### config.mk
export PLATFORM = sky130hd
export DESIGN_NAME = modem_cmd_settings
export DESIGN_NICKNAME = d
export VERILOG_FILES = /design/src/design/modem_cfg_pkg.sv /design/src/design/char_skid_buffer.sv /design/src/design/modem_cmd_settings.sv
export SDC_FILE = /design/constraint.sdc
export NUM_CORES = 1
export LEC_CHECK = 0
export ABC_CLOCK_PERIOD_IN_PS = 19400
export BUFFER_PORTS_ARGS = -buffer_cell sky130_fd_sc_hd__buf_4
export CORE_AREA = 2 2 264 266
export DETAILED_ROUTE_END_ITERATION = 7
export DIE_AREA = 0 0 266 268
export HOLD_SLACK_MARGIN = 0.02
export PLACE_DENSITY = 0.62
export SLEW_MARGIN = 20
export SYNTH_ARGS = -nofsm -noshare
export SYNTH_HDL_FRONTEND = slang
export SYNTH_SLANG_ARGS = --single-unit
### constraint.sdc
create_clock -name mclk_i -period 19.4 [get_ports mclk_i]
set_input_delay 2.91 -clock mclk_i [delete_from_list [all_inputs] [get_ports mclk_i]]
set_output_delay 2.91 -clock mclk_i [all_outputs]
set_load 0.005 [all_outputs]
### src/design/modem_cfg_pkg.sv
// Command codes, setting limits, reset values and timing for the
// command-mode settings block of the serial-to-radio modem.
// Assumes a 125 MHz module clock; no other file defines these names.
package modem_cfg_pkg;

  // Binary command codes.
  localparam logic [7:0] CMD_WAKE_DELAY = 8'h03;
  localparam logic [7:0] CMD_SOFT_FLOW  = 8'h07;
  localparam logic [7:0] CMD_ECHO_OFF   = 8'h0A;
  localparam logic [7:0] CMD_ECHO_ON    = 8'h0B;
  localparam logic [7:0] CMD_WAKE_LEN   = 8'h0C;
  localparam logic [7:0] CMD_FORCE_WAKE = 8'h0D;
  localparam logic [7:0] CMD_ERR_CNT    = 8'h0F;
  localparam logic [7:0] CMD_GOOD_CNT   = 8'h10;
  localparam logic [7:0] CMD_HOP        = 8'h11;
  localparam logic [7:0] CMD_FLOW_THR   = 8'h24;
  localparam logic [7:0] CMD_NET_ID     = 8'h27;
  localparam logic [7:0] CMD_KEY        = 8'h3C;
  localparam logic [7:0] CMD_SYNC       = 8'h3E;

  // Software flow control characters.
  localparam logic [7:0] XON_CHAR  = 8'h11;
  localparam logic [7:0] XOFF_CHAR = 8'h13;

  // Limits and reset values of the settings.
  localparam logic [15:0] ZERO16         = 16'h0000;
  localparam logic [15:0] ONE16          = 16'h0001;
  localparam logic [15:0] CNT_MAX        = 16'hFFFF;
  localparam logic [15:0] WAKE_OFF       = 16'hFFFF;
  localparam logic [15:0] SOFT_FLOW_MAX  = 16'h0001;
  localparam logic [15:0] HOP_MAX        = 16'h0009;
  localparam logic [15:0] WAKE_LEN_MAX   = 16'h00FF;
  localparam logic [15:0] NET_ID_MIN     = 16'h0011;
  localparam logic [15:0] NET_ID_MAX     = 16'h7FFF;
  // Default network identifier; the value is arbitrary.
  localparam logic [15:0] NET_ID_DEFAULT = 16'h0123;
  localparam logic [15:0] RX_BUF_BYTES   = 16'h0100;
  localparam logic [15:0] FLOW_MARGIN    = 16'h0011;
  localparam logic [15:0] FLOW_THR_DEF   = RX_BUF_BYTES - FLOW_MARGIN;
  localparam logic [7:0]  WAKE_LEN_DEF   = 8'h01;
  localparam logic [6:0]  KEY_DIGITS     = 7'h40;
  localparam logic [7:0]  IV_EXTRA_BYTES = 8'h10;

  // Timing: one base tick every 10 ms, the idle unit is 100 ms.
  localparam int TICK_MS     = 10;
  localparam int IDLE_MS     = 100;
  localparam int CLK_KHZ     = 125000;
  localparam int TICK_CYCLES = TICK_MS * CLK_KHZ;
  localparam int TICK_W      = 21;
  localparam logic [3:0] IDLE_TICKS = 4'(IDLE_MS / TICK_MS);

  // One parsed command from the host.
  typedef struct packed {
    logic [7:0]  code;
    logic        has_arg;
    logic [15:0] arg;
  } cmd_t;

  // Answer to one command.
  typedef struct packed {
    logic        valid;
    logic        err;
    logic [15:0] data;
  } resp_t;

endpackage

### src/design/char_skid_buffer.sv
// Two-entry buffer with valid and ready on both sides.
// Assumes one clock; every output comes from a flip-flop.
`timescale 1ns/10ps
module char_skid_buffer #(
  parameter int WIDTH = 8
) (
  input  wire logic             mclk_i,
  input  wire logic             reset_i,
  input  wire logic             ce_i,
  input  wire logic             in_valid_i,
  input  wire logic [WIDTH-1:0] in_data_i,
  output logic                  in_ready_o,
  output logic                  out_valid_o,
  output logic      [WIDTH-1:0] out_data_o,
  input  wire logic             out_ready_i
);

  logic [WIDTH-1:0] spare;
  logic             spare_valid;
  logic             push;
  logic             out_free;

  // Accept while the spare slot is empty; free the head on a pop.
  assign push     = in_valid_i & ~spare_valid;
  assign out_free = ~out_valid_o | out_ready_i;
  assign in_ready_o = ~spare_valid;

  // The head moves on when drained; the spare catches a stalled word.
  always_ff @(posedge mclk_i or posedge reset_i) begin
    if (reset_i) begin
      out_valid_o <= 1'b0;
      out_data_o  <= '0;
      spare_valid <= 1'b0;
      spare       <= '0;
    end else if (ce_i) begin
      if (out_free) begin
        out_valid_o <= spare_valid | push;
        out_data_o  <= spare_valid ? spare : in_data_i;
        spare_valid <= spare_valid & push;
        spare       <= in_data_i;
      end else if (push) begin
        spare_valid <= 1'b1;
        spare       <= in_data_i;
      end
    end
  end

  // A held word must stay put until taken.
  a_head_hold: assert property (@(posedge mclk_i) disable iff (reset_i)
    out_valid_o & ~out_ready_i |=> out_valid_o & $stable(out_data_o))
    else $error("buffer head changed while stalled");

  c_buffer_full: cover property (@(posedge mclk_i) disable iff (reset_i)
    spare_valid & out_valid_o);

endmodule // char_skid_buffer

### src/design/modem_cmd_settings.sv
// Command-mode settings of the serial-to-radio modem: echo, packet
// counters, flow control, initializer timing, filtering and key.
// Assumes commands arrive already parsed, all inputs are synchronous.
`timescale 1ns/10ps
module modem_cmd_settings #(
  parameter int TICK_CYCLES = modem_cfg_pkg::TICK_CYCLES
) (
  input  wire logic                 mclk_i,
  input  wire logic                 reset_i,
  input  wire logic                 ce_i,
  input  wire logic                 cmd_valid_i,
  input  wire modem_cfg_pkg::cmd_t  cmd_i,
  input  wire logic [6:0]           key_digits_i,
  input  wire logic [255:0]         key_value_i,
  output modem_cfg_pkg::resp_t      resp_o,
  input  wire logic                 cmd_mode_i,
  input  wire logic                 char_valid_i,
  input  wire logic [7:0]           char_i,
  output logic                      char_ready_o,
  output logic                      echo_valid_o,
  output logic [7:0]                echo_char_o,
  input  wire logic                 echo_ready_i,
  input  wire logic [15:0]          rx_fill_i,
  output logic                      flow_output_pin_n_o,
  output logic                      flow_char_valid_o,
  output logic [7:0]                flow_char_o,
  input  wire logic                 rx_error_evt_i,
  input  wire logic                 rx_good_evt_i,
  input  wire logic                 stream_active_i,
  input  wire logic                 stream_gap_i,
  input  wire logic                 activity_i,
  input  wire logic                 tx_start_i,
  output logic                      init_full_o,
  output logic                      init_wakeup_o,
  output logic [7:0]                wake_len_o,
  input  wire logic                 peer_valid_i,
  input  wire logic [3:0]           peer_channel_i,
  input  wire logic [15:0]          peer_id_i,
  output logic                      peer_accept_o,
  input  wire logic                 sleep_cyclic_i,
  input  wire logic                 sleep_interval_i,
  input  wire logic                 wake_detect_i,
  output logic                      listen_o,
  output logic                      stay_awake_o,
  output logic [3:0]                hop_channel_o,
  output logic [15:0]               network_identifier_o,
  output logic                      encrypt_en_o,
  output logic [255:0]              cipher_key_o,
  output logic [7:0]                iv_extra_o
);

  logic        echo_on;
  logic [15:0] rx_error_counter;
  logic [15:0] rx_good_counter;
  logic        soft_flow_enable;
  logic [15:0] forced_sync_period;
  logic [15:0] flow_threshold;
  logic [15:0] wakeup_idle_delay;
  logic        flow_hold;
  logic        need_full;
  logic        need_wake;
  logic [modem_cfg_pkg::TICK_W-1:0] tick_cnt;
  logic [3:0]  idle_sub;
  logic [15:0] idle_cnt;
  logic [15:0] sync_cnt;

  // Command decode.
  wire [7:0]  code   = cmd_i.code;
  wire [15:0] arg    = cmd_i.arg;
  wire        is_wr  = cmd_valid_i & cmd_i.has_arg;
  wire        is_rd  = cmd_valid_i & ~cmd_i.has_arg;
  wire        c_eoff = code == modem_cfg_pkg::CMD_ECHO_OFF;
  wire        c_eon  = code == modem_cfg_pkg::CMD_ECHO_ON;
  wire        c_err  = code == modem_cfg_pkg::CMD_ERR_CNT;
  wire        c_good = code == modem_cfg_pkg::CMD_GOOD_CNT;
  wire        c_frc  = code == modem_cfg_pkg::CMD_FORCE_WAKE;
  wire        c_sfl  = code == modem_cfg_pkg::CMD_SOFT_FLOW;
  wire        c_syn  = code == modem_cfg_pkg::CMD_SYNC;
  wire        c_thr  = code == modem_cfg_pkg::CMD_FLOW_THR;
  wire        c_hop  = code == modem_cfg_pkg::CMD_HOP;
  wire        c_dly  = code == modem_cfg_pkg::CMD_WAKE_DELAY;
  wire        c_wln  = code == modem_cfg_pkg::CMD_WAKE_LEN;
  wire        c_nid  = code == modem_cfg_pkg::CMD_NET_ID;
  wire        c_key  = code == modem_cfg_pkg::CMD_KEY;
  wire        c_known = c_eoff | c_eon | c_err | c_good | c_frc | c_sfl |
                        c_syn | c_thr | c_hop | c_dly | c_wln | c_nid | c_key;

  // Key argument check: exactly 64 digits, or a zero value.
  wire key_zero = key_value_i == '0;
  wire key_ok   = (key_digits_i == modem_cfg_pkg::KEY_DIGITS) |
                  (key_digits_i != 7'h00 & key_zero);
  wire key_bad  = c_key & (~cmd_i.has_arg | ~key_ok);

  // Range checks on written values.
  wire id_bad  = arg < modem_cfg_pkg::NET_ID_MIN |
                 arg > modem_cfg_pkg::NET_ID_MAX;
  wire rng_bad = (c_sfl & arg > modem_cfg_pkg::SOFT_FLOW_MAX) |
                 (c_hop & arg > modem_cfg_pkg::HOP_MAX) |
                 (c_nid & id_bad) |
                 (c_thr & arg > modem_cfg_pkg::FLOW_THR_DEF) |
                 (c_wln & arg > modem_cfg_pkg::WAKE_LEN_MAX);
  wire cmd_bad = cmd_valid_i &
                 (~c_known | key_bad | (cmd_i.has_arg & rng_bad));
  wire wr_ok   = is_wr & ~cmd_bad;
  wire wr_err  = wr_ok & c_err;
  wire wr_good = wr_ok & c_good;

  // Read data selection; the key has no read path.
  wire [15:0] rd_data =
    c_err  ? rx_error_counter :
    c_good ? rx_good_counter :
    c_sfl  ? {15'h0000, soft_flow_enable} :
    c_syn  ? forced_sync_period :
    c_thr  ? flow_threshold :
    c_hop  ? {12'h000, hop_channel_o} :
    c_dly  ? wakeup_idle_delay :
    c_wln  ? {8'h00, wake_len_o} :
    c_nid  ? network_identifier_o :
             modem_cfg_pkg::ZERO16;

  // Answer to each command, one cycle after it is taken.
  always_ff @(posedge mclk_i or posedge reset_i) begin
    if (reset_i) begin
      resp_o <= '0;
    end else if (ce_i) begin
      resp_o.valid <= cmd_valid_i;
      resp_o.err   <= cmd_bad;
      resp_o.data  <= is_rd & ~cmd_bad ? rd_data : modem_cfg_pkg::ZERO16;
    end
  end

  // Echo and simple settings written by commands.
  always_ff @(posedge mclk_i or posedge reset_i) begin
    if (reset_i) begin
      echo_on              <= 1'b0;
      soft_flow_enable     <= 1'b0;
      forced_sync_period   <= modem_cfg_pkg::ZERO16;
      flow_threshold       <= modem_cfg_pkg::FLOW_THR_DEF;
      wakeup_idle_delay    <= modem_cfg_pkg::WAKE_OFF;
      wake_len_o           <= modem_cfg_pkg::WAKE_LEN_DEF;
      hop_channel_o        <= 4'h0;
      network_identifier_o <= modem_cfg_pkg::NET_ID_DEFAULT;
    end else if (ce_i) begin
      if (cmd_valid_i & c_eoff) echo_on <= 1'b0;
      if (cmd_valid_i & c_eon) echo_on <= 1'b1;
      if (wr_ok & c_sfl) soft_flow_enable <= arg[0];
      if (wr_ok & c_syn) forced_sync_period <= arg;
      if (wr_ok & c_thr) flow_threshold <= arg;
      if (wr_ok & c_dly) wakeup_idle_delay <= arg;
      if (wr_ok & c_wln) wake_len_o <= arg[7:0];
      if (wr_ok & c_hop) hop_channel_o <= arg[3:0];
      if (wr_ok & c_nid) network_identifier_o <= arg;
    end
  end

  // Key storage; the cipher engine is the only reader.
  always_ff @(posedge mclk_i or posedge reset_i) begin
    if (reset_i) begin
      cipher_key_o <= '0;
      encrypt_en_o <= 1'b0;
      iv_extra_o   <= 8'h00;
    end else if (ce_i & wr_ok & c_key) begin
      cipher_key_o <= key_value_i;
      encrypt_en_o <= ~key_zero;
      iv_extra_o   <= key_zero ? 8'h00 : modem_cfg_pkg::IV_EXTRA_BYTES;
    end
  end

  // Packet counters saturate; a host write overrides an event.
  wire err_max  = rx_error_counter == modem_cfg_pkg::CNT_MAX;
  wire good_max = rx_good_counter == modem_cfg_pkg::CNT_MAX;
  always_ff @(posedge mclk_i or posedge reset_i) begin
    if (reset_i) begin
      rx_error_counter <= modem_cfg_pkg::ZERO16;
      rx_good_counter  <= modem_cfg_pkg::ZERO16;
    end else if (ce_i) begin
      if (wr_err) rx_error_counter <= arg;
      else if (rx_error_evt_i & ~err_max)
        rx_error_counter <= rx_error_counter + modem_cfg_pkg::ONE16;
      if (wr_good) rx_good_counter <= arg;
      else if (rx_good_evt_i & ~good_max)
        rx_good_counter <= rx_good_counter + modem_cfg_pkg::ONE16;
    end
  end

  // Echo path: characters go through the two-entry buffer.
  wire echo_push = cmd_mode_i & echo_on & char_valid_i;
  char_skid_buffer #(
    .WIDTH (8)
  ) u_echo_buf (
    .mclk_i      (mclk_i),
    .reset_i     (reset_i),
    .ce_i        (ce_i),
    .in_valid_i  (echo_push),
    .in_data_i   (char_i),
    .in_ready_o  (char_ready_o),
    .out_valid_o (echo_valid_o),
    .out_data_o  (echo_char_o),
    .out_ready_i (echo_ready_i)
  );

  // Flow control against the receive buffer fill level.
  wire over = rx_fill_i >= flow_threshold;
  always_ff @(posedge mclk_i or posedge reset_i) begin
    if (reset_i) begin
      flow_hold           <= 1'b0;
      flow_output_pin_n_o <= 1'b0;
      flow_char_valid_o   <= 1'b0;
      flow_char_o         <= 8'h00;
    end else if (ce_i) begin
      flow_hold           <= over;
      flow_output_pin_n_o <= over & ~soft_flow_enable;
      flow_char_valid_o   <= soft_flow_enable & (over ^ flow_hold);
      flow_char_o         <= over ? modem_cfg_pkg::XOFF_CHAR
                                  : modem_cfg_pkg::XON_CHAR;
    end
  end

  // Base tick every 10 ms and a 100 ms sub-count for idle time.
  wire tick     = tick_cnt == modem_cfg_pkg::TICK_W'(TICK_CYCLES - 1);
  wire idle_inc = tick & (idle_sub == modem_cfg_pkg::IDLE_TICKS - 4'h1);
  always_ff @(posedge mclk_i or posedge reset_i) begin
    if (reset_i) begin
      tick_cnt <= '0;
      idle_sub <= 4'h0;
    end else if (ce_i) begin
      tick_cnt <= tick ? '0 : tick_cnt + 1'b1;
      if (activity_i | idle_inc) idle_sub <= 4'h0;
      else if (tick) idle_sub <= idle_sub + 4'h1;
    end
  end

  // Initializer requests: set wins over the clear at transmit start.
  wire wake_on   = wakeup_idle_delay != modem_cfg_pkg::WAKE_OFF;
  wire idle_due  = wake_on & idle_cnt >= wakeup_idle_delay;
  wire force_set = cmd_valid_i & c_frc & wake_on;
  wire sync_due  = stream_active_i &
                   forced_sync_period != modem_cfg_pkg::ZERO16 &
                   sync_cnt >= forced_sync_period;
  wire full_set  = ~stream_active_i | stream_gap_i | sync_due;
  wire wake_set  = force_set | idle_due;
  wire next_full = full_set | (need_full & ~tx_start_i);
  wire next_wake = wake_set | (need_wake & ~tx_start_i);
  always_ff @(posedge mclk_i or posedge reset_i) begin
    if (reset_i) begin
      need_full     <= 1'b1;
      need_wake     <= 1'b0;
      init_full_o   <= 1'b0;
      init_wakeup_o <= 1'b0;
    end else if (ce_i) begin
      need_full     <= next_full;
      need_wake     <= next_wake;
      init_full_o   <= tx_start_i & (need_full | full_set);
      init_wakeup_o <= tx_start_i & (need_wake | wake_set);
    end
  end

  // Idle time in 100 ms units and sync time in 10 ms units.
  always_ff @(posedge mclk_i or posedge reset_i) begin
    if (reset_i) begin
      idle_cnt <= modem_cfg_pkg::ZERO16;
      sync_cnt <= modem_cfg_pkg::ZERO16;
    end else if (ce_i) begin
      if (activity_i | idle_due) idle_cnt <= modem_cfg_pkg::ZERO16;
      else if (idle_inc & idle_cnt != modem_cfg_pkg::CNT_MAX)
        idle_cnt <= idle_cnt + modem_cfg_pkg::ONE16;
      if (~stream_active_i | sync_due) sync_cnt <= modem_cfg_pkg::ZERO16;
      else if (tick & sync_cnt != modem_cfg_pkg::CNT_MAX)
        sync_cnt <= sync_cnt + modem_cfg_pkg::ONE16;
    end
  end

  // Peer filtering and cyclic sleep listening.
  wire peer_match = peer_channel_i == hop_channel_o &
                    peer_id_i == network_identifier_o;
  always_ff @(posedge mclk_i or posedge reset_i) begin
    if (reset_i) begin
      peer_accept_o <= 1'b0;
      listen_o      <= 1'b0;
      stay_awake_o  <= 1'b0;
    end else if (ce_i) begin
      peer_accept_o <= peer_valid_i & peer_match;
      listen_o      <= sleep_cyclic_i & sleep_interval_i;
      if (~sleep_cyclic_i) stay_awake_o <= 1'b0;
      else if (listen_o & wake_detect_i) stay_awake_o <= 1'b1;
    end
  end

  // Checks on the logic above.
  a_echo_off_cmd: assert property (@(posedge mclk_i)
    disable iff (reset_i) ce_i & cmd_valid_i & c_eoff |=> ~echo_on)
    else $error("echo still on after echo-off command");

  a_echo_out: assert property (@(posedge mclk_i) disable iff (reset_i)
    ce_i & echo_push & char_ready_o |=> echo_valid_o)
    else $error("echoed character did not appear");

  a_err_incr: assert property (@(posedge mclk_i) disable iff (reset_i)
    ce_i & rx_error_evt_i & ~err_max & ~wr_err |=>
    rx_error_counter == $past(rx_error_counter) + 16'h0001)
    else $error("error counter did not step by one");

  a_err_sat: assert property (@(posedge mclk_i) disable iff (reset_i)
    err_max & ~(ce_i & wr_err) |=> err_max)
    else $error("error counter left its maximum");

  a_good_incr: assert property (@(posedge mclk_i) disable iff (reset_i)
    ce_i & rx_good_evt_i & ~good_max & ~wr_good |=>
    rx_good_counter == $past(rx_good_counter) + 16'h0001)
    else $error("good counter did not step by one");

  a_good_sat: assert property (@(posedge mclk_i) disable iff (reset_i)
    good_max & ~(ce_i & wr_good) |=> good_max)
    else $error("good counter left its maximum");

  a_wake_off: assert property (@(posedge mclk_i) disable iff (reset_i)
    ~wake_on & ~need_wake & ~(ce_i & wr_ok & c_dly) |=> ~need_wake)
    else $error("wake-up initializer requested while disabled");

  a_cts_thresh: assert property (@(posedge mclk_i) disable iff (reset_i)
    ce_i & over & ~soft_flow_enable |=> flow_output_pin_n_o)
    else $error("flow pin not raised at threshold");

  a_hop_range: assert property (@(posedge mclk_i) disable iff (reset_i)
    hop_channel_o <= 4'h9)
    else $error("hop channel out of range");

  a_id_range: assert property (@(posedge mclk_i) disable iff (reset_i)
    ce_i & wr_ok & c_nid |=> network_identifier_o >= 16'h0011 &
    network_identifier_o <= 16'h7FFF)
    else $error("network identifier out of user range");

  a_key_reject: assert property (@(posedge mclk_i) disable iff (reset_i)
    ce_i & cmd_valid_i & c_key & ~key_ok |=> resp_o.valid & resp_o.err)
    else $error("bad key argument not rejected");

  c_echo_stall: cover property (@(posedge mclk_i) disable iff (reset_i)
    echo_valid_o & ~echo_ready_i ##1 ~char_ready_o);
  c_xoff_sent: cover property (@(posedge mclk_i) disable iff (reset_i)
    flow_char_valid_o & flow_char_o == 8'h13);
  c_wake_sent: cover property (@(posedge mclk_i) disable iff (reset_i)
    init_wakeup_o);
  c_stay_awake: cover property (@(posedge mclk_i) disable iff (reset_i)
    $rose(stay_awake_o));

endmodule // modem_cmd_settings

==> flow_summary_export.csv, run 1 <==
group,metric,value,unit
detailed_routing,wire_per_inst,26.0,um
detailed_routing,drt-vias-per-instance,5.37,
timing,tightest_slew,1.11,ns
cts,cts_buffer_depth,3,
logic_synthesis,synth_warnings,0,
grt,overflow,0,
cells_and_area,final_nets,2910,
floorplan,die_h,268,um
cells_and_area,final-instance-count-excl-fill,3437,
detailed_routing,wl,89.5,mm
timing,fin_crit_sh,0.349,
detailed_routing,route.detailed.drc,0,
timing,timing.final.ws_setup,12.63,ns
power_and_ir_drop,powerDensity,76.3,nW/um2
critical_path,cp_max_fo,133,
logic_synthesis,synth_area_leader_cell,"dfrtp_1",
timing,slew_headroom,0.263,
floorplan,dieWidth,266,um
cts,clk_pin_slew,0.06,ns
grt,grt_pass1_wl,129,mm
timing,finalCriticalPeriod,6.77,ns
logic_synthesis,synth.top_cell.area_share,0.501,
cts,cts_tree,"built",
cells_and_area,final_cell_mix,"buf_4 (687), dfrtp_1 (442), mux2_2 (325)",
detailed_routing,num_vias,18500,
logic_synthesis,synth_flop_cell,"dfrtp_1",
cts,htreeDepth,2,
detailed_routing,ant_nets,0,
logic_synthesis,synth_seq_cells,471,
cts,post_cts_resized,0,
floorplan,num_io_pins,685,
critical_path,arrival,7.28,ns
critical_path,endpoint_kind,"flop",
place,dpl_cell_area,28000,um2
timing,slew_violations,0,
timing,setup_total_negative_slack,0,ns
logic_synthesis,syn_area_per_cell,12.0,um2
cells_and_area,drive_gt1_frac,0.457,
floorplan,die-area,71300,um2
power_and_ir_drop,ir_drop,0.0000714,V
power_and_ir_drop,leakage,15.0,nW
logic_synthesis,synthesis.area,22100,um2
logic_synthesis,synth-edff-count,0,
logic_synthesis,synth_area_leaders,"dfrtp_1 (50%), mux2_2 (17%), dfstp_2 (3.5%), ha_1 (3.1%), nor4_1 (2.3%)",
cells_and_area,final_area,29900,um2
timing,final_hold_viol_count,0,
critical_path,criticalPathCategory,"in -> reg",
logic_synthesis,seq_area_frac_synth,0.536,
place,gp_congestion,0.978,
critical_path,critPathLaunchType,"input port",
timing,setup_viol,0,
grt,antenna_found_initial,24,
cells_and_area,area_growth,35.2,%
grt,grt_pass1_vias,19000,
place,post-place-ws,12.04,ns
cts,clkSinkCount,471,
critical_path,crit_path_start,"key_value_i[80]",
cts,cts_buffers,53,
floorplan,fp-row-count,96,
timing,rsz0062_at_grt,"false",
logic_synthesis,synth_cell_types,77,
cts,worstSkewPairLatency,0.62,ns
job,max_cap_viol_count,0,
cts,cts_hold_buf,0,
timing,fin_skew,0.0363,ns
cts,cts_root_buf,"clkbuf_16",
grt,grt_max_degree,194,
power_and_ir_drop,power.total,2.28,mW
detailed_routing,drtIter0Drc,1516,
floorplan,start_util,0.324,
critical_path,reg2reg_from,"tick_cnt[5]",
grt,grtUsageTotal,0.244,
timing,fmax,0.148,GHz
place,io_buffers,672,
place,dp_hpwl,70.5,mm
outcome,status,"complete, no violations",
min_path,worstHoldStart,"init_full_o",
cts,postCtsSetupRepairBufs,0,
min_path,hp-class,"reg -> reg",
cells_and_area,multiInputGateArea,9620,um2
detailed_routing,first_pass_iters,6,
cells_and_area,final_common_cell,"buf_4",
logic_synthesis,synthArstFlopShare,1.00,
place,dp_cells,3331,
cells_and_area,seq_area,11800,um2
logic_synthesis,synth_cells,1841,
critical_path,cp.required,19.90,ns
floorplan,coreArea,68200,um2
cells_and_area,fillers,6420,
## worst max-delay path: stages
cell     delay, ns
buf_4         0.12
nor4_1        0.59
nand4_1       0.36
nor4_1        0.77
nand4_1       0.26
o21ai_0       0.28
nand4_1       0.18
buf_12        0.27
buf_16        0.31
buf_4         0.55
mux2_2        0.39
## registers in the layout, summed over array words and instances, names as in the netlist, 2 cells and up
register	flops
cipher_key_o	256
tick_cnt	21
resp_o	18
flow_threshold	16
forced_sync_period	16
idle_cnt	16
network_identifier_o	16
rx_error_counter	16
rx_good_counter	16
sync_cnt	16
wakeup_idle_delay	16
u_echo_buf.out_data_o	8
u_echo_buf.spare	8
wake_len_o	8
hop_channel_o	4
idle_sub	4
flow_char_o	2
## routing by layer
layer	track usage	part of all wire	routed length, um	up-vias
met1	0.305	0.39	35300	9347
met5	0	0.00060	54	-
li1	-	-	-	8127
met3	0.0870	0.10	9130	155
met4	0.0735	0.027	2400	8
met2	0.397	0.48	42600	831
## metrics by stage
step / utilization / hold WS (ns)
final: 0.438 / 0.479
after global routing: 0.437 / 0.498
after CTS: 0.436 / 0.484
after detailed placement: 0.410 / 0.470
after global placement: 0.410 / 0.464
after floorplan: - / 0.450
## cell usage after synthesis, drive strengths merged, types with 8 or more instances
| cell type | instances |
|---|---|
| nand3 | 48 |
| o2bb2ai | 12 |
| xor2 | 31 |
| inv | 70 |
| a21oi | 61 |
| buf | 41 |
| a21o | 27 |
| and2 | 8 |
| mux2 | 334 |
| xnor2 | 34 |
| o21ai | 42 |
| nand4 | 55 |
| or3 | 12 |
| or4 | 8 |
| a22oi | 30 |
| nor3 | 22 |
| clkbuf | 51 |
| and3 | 16 |
| o22ai | 18 |
| and4 | 10 |
| a31oi | 16 |
| a221oi | 15 |
| nor2 | 83 |
| mux2i | 9 |
| ha | 55 |
| nor4 | 80 |
| nand2 | 98 |
| dfstp | 29 |
| dfrtp | 442 |
## final timing paths
check / endpoint / slack, ns / cells past startpoint
max in group asynchronous: rx_error_counter[11] / 14.51 / 4
min in group asynchronous: cipher_key_o[38] / 2.42 / 2
min: init_full_o / 0.48 / 1
min reg2reg: init_full_o / 0.48 / 1
max reg2reg: idle_cnt[0] / 16.18 / 7
max: cipher_key_o[13] / 12.63 / 11
## where the power goes
| part | total (mW) | switching [mW] | internal (mW) |
|---|---|---|---|
| clock network | 1.04 | 0.437 | 0.599 |
| registers | 1.04 | 0.0343 | 1.01 |
| logic | 0.197 | 0.108 | 0.0887 |
| total | 2.28 | 0.579 | 1.70 |
## area by class of cell
cell class                      count  area share
Antenna cell                       10    0.000838
Clock buffer                       67      0.0489
Clock inverter                     27      0.0104
Inverter                           70     0.00905
Multi-Input combinational cell   1219       0.322
Sequential cell                   471       0.396
Tap cell                          882      0.0370
Timing Repair Buffer              691       0.175
## logic make-up (layout without fill, tap and decap cells)
logic type	Yosys count	after routing	share of synthesized area
buf+inv	162	855	0.0319
simple gates	467	467	0.113
other cells	1	22	0.000170
xor+xnor	65	65	0.0258
flops	471	471	0.536
compound gates	277	277	0.0861
fa+ha+maj	55	55	0.0312
mux	343	343	0.176
Note: power is estimated with default switching activity, not from simulation.
==> inputs of run 2 (changes only) <==
Settings changed: ABC_AREA set to 1, ABC_CLOCK_PERIOD_IN_PS 19400 to 5740, CORE_AREA 2 2 264 266 to 2 2 268 270, DIE_AREA 0 0 266 268 to 0 0 270 272, PLACE_DENSITY 0.62 to 0.65.
Clock period 19.4 ns to 5.74 ns, I/O delays scaled along.
==> run 2 against run 1 <==
  * Critical path type unchanged
  * Flip-flop and latch count unchanged
  * Largest cell class unchanged
  * Clock power rose to 3.6 times the previous value
  * Wire length increased by 7.6%
  * Register-to-register slack lost 13 ns
  * Sequential share of layout area is 2.0 points lower
  * Area after synthesis rose by 7.0%
  * Synthesized cell count increased by 63%
  * Clock skew rose by 0.017 ns
==> flow_summary_export.csv, run 2 <==
group,metric,value,unit
timing,slew_violations,0,
logic_synthesis,synth_warnings,0,
floorplan,die_h,272,um
grt,antenna_found_initial,30,
power_and_ir_drop,powerDensity,253,nW/um2
cts,postCtsSetupRepairBufs,0,
detailed_routing,drt-vias-per-instance,5.01,
place,dpl_cell_area,29500,um2
detailed_routing,num_vias,23200,
logic_synthesis,synth_cells,3008,
detailed_routing,ant_nets,0,
detailed_routing,drtIter0Drc,1888,
min_path,hp-class,"in -> async",
cells_and_area,reg_top3,"cipher_key_o (256), tick_cnt (21), resp_o (18)",
logic_synthesis,synth_seq_cells,471,
detailed_routing,wl,96.2,mm
logic_synthesis,synthArstFlopShare,1.00,
cts,worstSkewPairLatency,0.63,ns
place,dp_hpwl,72.8,mm
cells_and_area,max_flop_register,"cipher_key_o",
floorplan,fp-row-count,98,
floorplan,dieWidth,270,um
grt,grt_max_degree,222,
place,dp_cells,4512,
critical_path,endpoint_kind,"flop",
detailed_routing,first_pass_iters,6,
critical_path,criticalPathCategory,"in -> reg",
floorplan,die-area,73400,um2
cts,clk_pin_slew,0.06,ns
timing,setup_viol,0,
critical_path,cp_common_cell,"nand2_1",
detailed_routing,wire_per_inst,20.8,um
critical_path,crit_chain,"buf_4 > inv_1 > nand2_1 > nor3_1 > nand3_1 > nand3_1 > nor2_1 > nand2_1 > nand4_4 > nor2_4 > buf_12 > nand2_1 > nand2_1",
cts,cts_buffers,54,
cts,htreeDepth,2,
cells_and_area,final-instance-count-excl-fill,4627,
power_and_ir_drop,leakage,16.9,nW
timing,fin_crit_sh,0.628,
logic_synthesis,synth.top_cell.area_share,0.468,
power_and_ir_drop,ir_drop,0.000226,V
place,gp_congestion,0.975,
logic_synthesis,synth-edff-count,0,
critical_path,crit_slowest_cell,"nand3_1",
job,max_cap_viol_count,0,
timing,final_hold_viol_count,0,
place,post-place-ws,1.63,ns
timing,slew_headroom,0.237,
place,io_buffers,672,
cells_and_area,fillers,7054,
critical_path,cp.required,6.28,ns
cts,cts_root_buf,"clkbuf_16",
logic_synthesis,synth_top_cells_by_count,"nand2_1 (1016), dfrtp_1 (442), nor2_1 (310)",
timing,finalCriticalPeriod,3.61,ns
grt,grt_pass1_vias,22800,
critical_path,worst_path_largest_cell_delay,0.57,ns
logic_synthesis,synth_most_common_cell,"nand2_1",
cells_and_area,seq_area,11800,um2
critical_path,arrival,4.14,ns
outcome,status,"complete, no violations",
logic_synthesis,synth_area_leader_cell,"dfrtp_1",
critical_path,cp_max_fo,182,
timing,fmax,0.277,GHz
timing,tightest_slew,1.14,ns
logic_synthesis,syn_area_per_cell,7.85,um2
cells_and_area,largest_reg_flops,256,
cells_and_area,utilization,0.444,
cells_and_area,drive_gt1_frac,0.233,
cells_and_area,final_area,31400,um2
timing,timing.final.ws_setup,2.13,ns
cells_and_area,final_nets,4022,
grt,overflow,0,
floorplan,coreArea,70800,um2
timing,setup_total_negative_slack,0,ns
cells_and_area,multiInputGateArea,10400,um2
critical_path,critPathLaunchType,"input port",
cts,cts_hold_buf,0,
floorplan,start_util,0.334,
floorplan,num_io_pins,685,
cts,cts_buffer_depth,3,
grt,grtUsageTotal,0.255,
cells_and_area,area_growth,33.1,%
detailed_routing,route.detailed.drc,0,
cts,cts_tree,"built",
logic_synthesis,synth_cell_types,50,
cells_and_area,final_cell_mix,"nand2_1 (1015), buf_4 (691), dfrtp_1 (442)",
grt,grt_pass1_wl,144,mm
logic_synthesis,synthesis.area,23600,um2
cells_and_area,final_common_cell,"nand2_1",
timing,rsz0062_at_grt,"false",
timing,fin_skew,0.0530,ns
cts,post_cts_resized,0,
cts,clkSinkCount,471,
logic_synthesis,synth_area_leaders,"dfrtp_1 (47%), nand2_1 (16%), o21ai_0 (6.1%), nor2_1 (4.9%), dfstp_2 (3.2%)",
logic_synthesis,synth_flop_cell,"dfrtp_1",
logic_synthesis,seq_area_frac_synth,0.501,
## run 2: cell types whose count changed in the layout (fill, tap and decap cells not counted), moves of 19 or more
cell     change
a21o_1      -27
a22oi_1     -29
inv_1      +117
mux2_2     -317
nand2_1    +917
nand3_1     +25
nor2_1     +226
nor3_1      +30
nor4_1      -61
o21ai_0    +250
o21ai_1     +77
xnor2_1     -19
## run 2: power by group
part           switching (mW)  leakage [nW]  internal (mW)
combinational           0.428          9.78          0.307
clock                    1.50         0.938           2.25
sequential             0.0817          6.16           3.40
## run 2: cells by family after synthesis
logic type / share of synthesized area
AOI/OAI and AO/OA: 0.118
adders and majority gates: 0.0291
other: 0.000159
DFF: 0.501
xor gates and xnor gates: 0.0237
and+or+nand+nor: 0.263
buffers and inverters: 0.0612
muxes: 0.00381
## run 2: metal layers
| metal | GRT usage | part of all wire | vias up | wire length (um) |
|---|---|---|---|---|
| met5 | 0 | 0 | - | 0 |
| met4 | 0.118 | 0.042 | 0 | 4040 |
| met3 | 0.0670 | 0.086 | 239 | 8260 |
| met2 | 0.432 | 0.49 | 1049 | 47100 |
| met1 | 0.304 | 0.38 | 10900 | 36800 |
| li1 | - | - | 11000 | - |
## run 2: critical path: cells and delay by family
family	cells	cell delay, ns
buffers and inverters	3	0.59
AND/OR/NAND/NOR	10	2.39
## run 2: final timing paths
check / startpoint / endpoint / slack [ns] / depth (start not counted)
worst min-delay path: reset_i / cipher_key_o[70] / 0.33 / 2
worst min register to register: tick_cnt[20] / tick_cnt[20] / 0.47 / 1
min in group mclk_i: key_value_i[88] / cipher_key_o[88] / 0.44 / 3
max in group asynchronous: reset_i / cipher_key_o[229] / 4.00 / 3
worst max-delay path: cmd_i[23] / cipher_key_o[105] / 2.13 / 13
worst max register to register: forced_sync_period[2] / sync_cnt[0] / 2.71 / 15
## run 2: final cells by class
class | count | area share
repair buffers | 696 | 0.168
diodes | 14 | 0.00111
clock buffers | 77 | 0.0492
clock inverters | 24 | 0.0123
inverters | 198 | 0.0238
flip-flops and latches | 471 | 0.376
multi-input cells | 2197 | 0.331
well taps | 950 | 0.0378
## run 2: per-stage QoR
stage	total power, mW	hold slack, ns
finish	7.97	0.333
global route	8.28	0.353
CTS	8.04	0.321
detailed placement	4.27	0.463
global placement	4.27	0.452
floorplan	3.89	0.433
==> inputs of run 3 (changes only) <==
Settings changed: ABC_CLOCK_PERIOD_IN_PS 5740 to 2970.
Clock period 5.74 ns to 2.97 ns, I/O delays scaled along.
==> run 3 against run 2 <==
  * Critical path depth is 6 higher
  * Power is 92% higher
  * Hold slack worse by 0.29 ns
  * Global-route usage is 0.53 points higher
  * Clock skew is 0.023 ns lower
  * Critical endpoint is now cipher_key_o[111]
==> flow_summary_export.csv, run 3 (synthesis gave the netlist of run 2 again) <==
group,metric,value,unit
cells_and_area,utilization,0.462,
grt,grt_pass1_vias,23500,
power_and_ir_drop,intPower,11.4,mW
timing,setup_viol,0,
cells_and_area,final_cell_mix,"nand2_1 (1014), buf_4 (743), dfrtp_1 (442)",
power_and_ir_drop,power.total,15.3,mW
timing,rsz0062_at_grt,"true",
critical_path,arrival,3.32,ns
timing,finalCriticalPeriod,2.83,ns
place,dp_hpwl,75.9,mm
power_and_ir_drop,power_frac_clock,0.457,
critical_path,r2r-end,"sync_cnt[4]",
power_and_ir_drop,combPwrFrac,0.102,
critical_path,reg2regPathDepth,9,
floorplan,fp-row-count,98,
detailed_routing,wire_per_inst,20.6,um
power_and_ir_drop,p_switching,3.86,mW
critical_path,criticalPathCategory,"in -> reg",
power_and_ir_drop,power_frac_seq,0.441,
cells_and_area,final-instance-count-excl-fill,4753,
cells_and_area,reg_top3,"cipher_key_o (256), tick_cnt (21), resp_o (18)",
critical_path,endpoint_kind,"flop",
cts,worstSkewPairLatency,0.61,ns
timing,slew_headroom,0.438,
cts,clkSinkCount,471,
place,dp_cells,4584,
place,io_buffers,672,
floorplan,num_io_pins,685,
floorplan,start_util,0.334,
critical_path,reg2reg_slack,0.25,ns
critical_path,critPathLaunchType,"input port",
critical_path,reg2reg_from,"tick_cnt[10]",
min_path,hold_end,"cipher_key_o[157]",
cts,cts_root_buf,"clkbuf_16",
grt,overflow,0,
power_and_ir_drop,leakage,17.5,nW
cells_and_area,final_area,32700,um2
cts,cts_tree,"built",
place,gp_congestion,0.983,
power_and_ir_drop,ir_drop,0.000438,V
cts,clk_pin_slew,0.06,ns
cts,cts_buffers,54,
cells_and_area,max_flop_register,"cipher_key_o",
timing,tightest_slew,0.840,ns
grt,grt_max_degree,163,
cells_and_area,final_nets,4154,
critical_path,cp_max_fo,25,
floorplan,coreArea,70800,um2
cells_and_area,area_growth,38.5,%
floorplan,die_h,272,um
detailed_routing,ant_nets,0,
cells_and_area,drive_gt1_frac,0.245,
timing,final_hold_viol_count,0,
floorplan,dieWidth,270,um
cells_and_area,largest_reg_flops,256,
critical_path,cp.required,3.46,ns
detailed_routing,drt-vias-per-instance,5.04,
place,post-place-ws,-0.104,ns
power_and_ir_drop,powerDensity,467,nW/um2
outcome,status,"complete, no violations",
cts,cts_buffer_depth,3,
detailed_routing,num_vias,24000,
place,dpl_cell_area,30200,um2
grt,grtUsageTotal,0.261,
grt,grt_pass1_wl,147,mm
timing,fin_skew,0.0296,ns
timing,timing.final.ws_setup,0.139,ns
detailed_routing,first_pass_iters,5,
cts,htreeDepth,2,
timing,fin_crit_sh,0.953,
job,max_cap_viol_count,0,
min_path,worstHoldStart,"key_value_i[157]",
min_path,min_path_cells,3,
floorplan,die-area,73400,um2
min_path,hp-class,"in -> reg",
detailed_routing,route.detailed.drc,0,
grt,antenna_found_initial,10,
cells_and_area,final_common_cell,"nand2_1",
detailed_routing,wl,98.1,mm
timing,slew_violations,0,
detailed_routing,drtIter0Drc,2101,
power_and_ir_drop,swShare,0.253,
timing,fmax,0.353,GHz
cells_and_area,fillers,7016,
==> run 3: cell count changes in the layout (fill, tap and decap cells not counted), moves of 4 or more <==
cell,before,now
dlygate4sd3_1,0,60
buf_4,691,743
buf_12,5,21
o21ai_0,290,280
o21ai_1,78,88
diode_2,14,7
nor2_2,5,12
nor2_1,307,302
clkinv_2,7,11
==> run 3: power groups by stage <==
stage	combinational, mW	sequential, mW	clock [mW]
after floorplan	0.700	6.81	0
after global placement	1.46	6.84	0
after detailed placement	1.48	6.83	0
after CTS	1.55	6.73	7.12
after global routing	1.71	6.75	7.39
final	1.55	6.73	6.99
==> run 3: cell type report <==
class                           count  area, um2  share of cell area
Tap cell                          950       1190              0.0363
Timing Repair Buffer              828       6660               0.204
Sequential cell                   471      11800               0.361
Clock buffer                       82       1600              0.0488
Clock inverter                     20        254             0.00777
Multi-Input combinational cell   2197      10400               0.319
Inverter                          198        747              0.0228
Antenna cell                        7       17.5            0.000536
==> run 3: per-layer routing <==
layer,vias to the layer above,track usage,wire (um)
li1,11200,-,-
met1,11500,0.309,37700
met4,2,0.128,5100
met2,1038,0.444,47400
met3,229,0.0625,7880
met5,-,0,8
==> run 3: repair_timing <==
item / in CTS / in global routing
setup buffers: 0 / 0
hold buffers: 60 / 0
resized for setup: 0 / 20
setup endpoints to repair: 0 / 318
endpoints found under the hold margin: 64 / 0
==> run 3: critical path, cell delays in order <==
cell and delay, ns:
dlygate4sd3_1 0.55, buf_4 0.14, nor2_1 0.10, nand2_1 0.07, nor2_1 0.10, nand2_1 0.10, nor2_2 0.19, buf_4 0.15
nand2_1 0.05, nor2_1 0.14, nand2_2 0.13, nand2_1 0.08, nand2_1 0.08, nand2_1 0.13, nand4_4 0.13, buf_4 0.22
buf_4 0.23, o21ai_0 0.20, nand2_1 0.08
==> run 3: worst max path at each step <==
stage	to	startpoint	slack (ns)
CTS	cipher_key_o[153]	key_value_i[78]	0.03
finish	cipher_key_o[111]	key_value_i[78]	0.14
floorplan	cipher_key_o[0]	reset_i	-3.83
global placement	flow_threshold[0]	key_value_i[89]	-0.04
global route	forced_sync_period[0]	key_value_i[166]	-0.03
detailed placement	cipher_key_o[129]	key_value_i[89]	-0.10
==> run 3: stage by stage <==
| step | setup TNS (ns) | hold WS (ns) |
|---|---|---|
| 6_report | 0 | 0.0425 |
| 5_1_grt | -0.276 | 0.0332 |
| 4_1_cts | 0 | 0.0202 |
| 3_5_place_dp | -9.81 | 0.464 |
| 3_3_place_gp | -0.774 | 0.453 |
| 2_1_floorplan | -1753.00 | 0.433 |
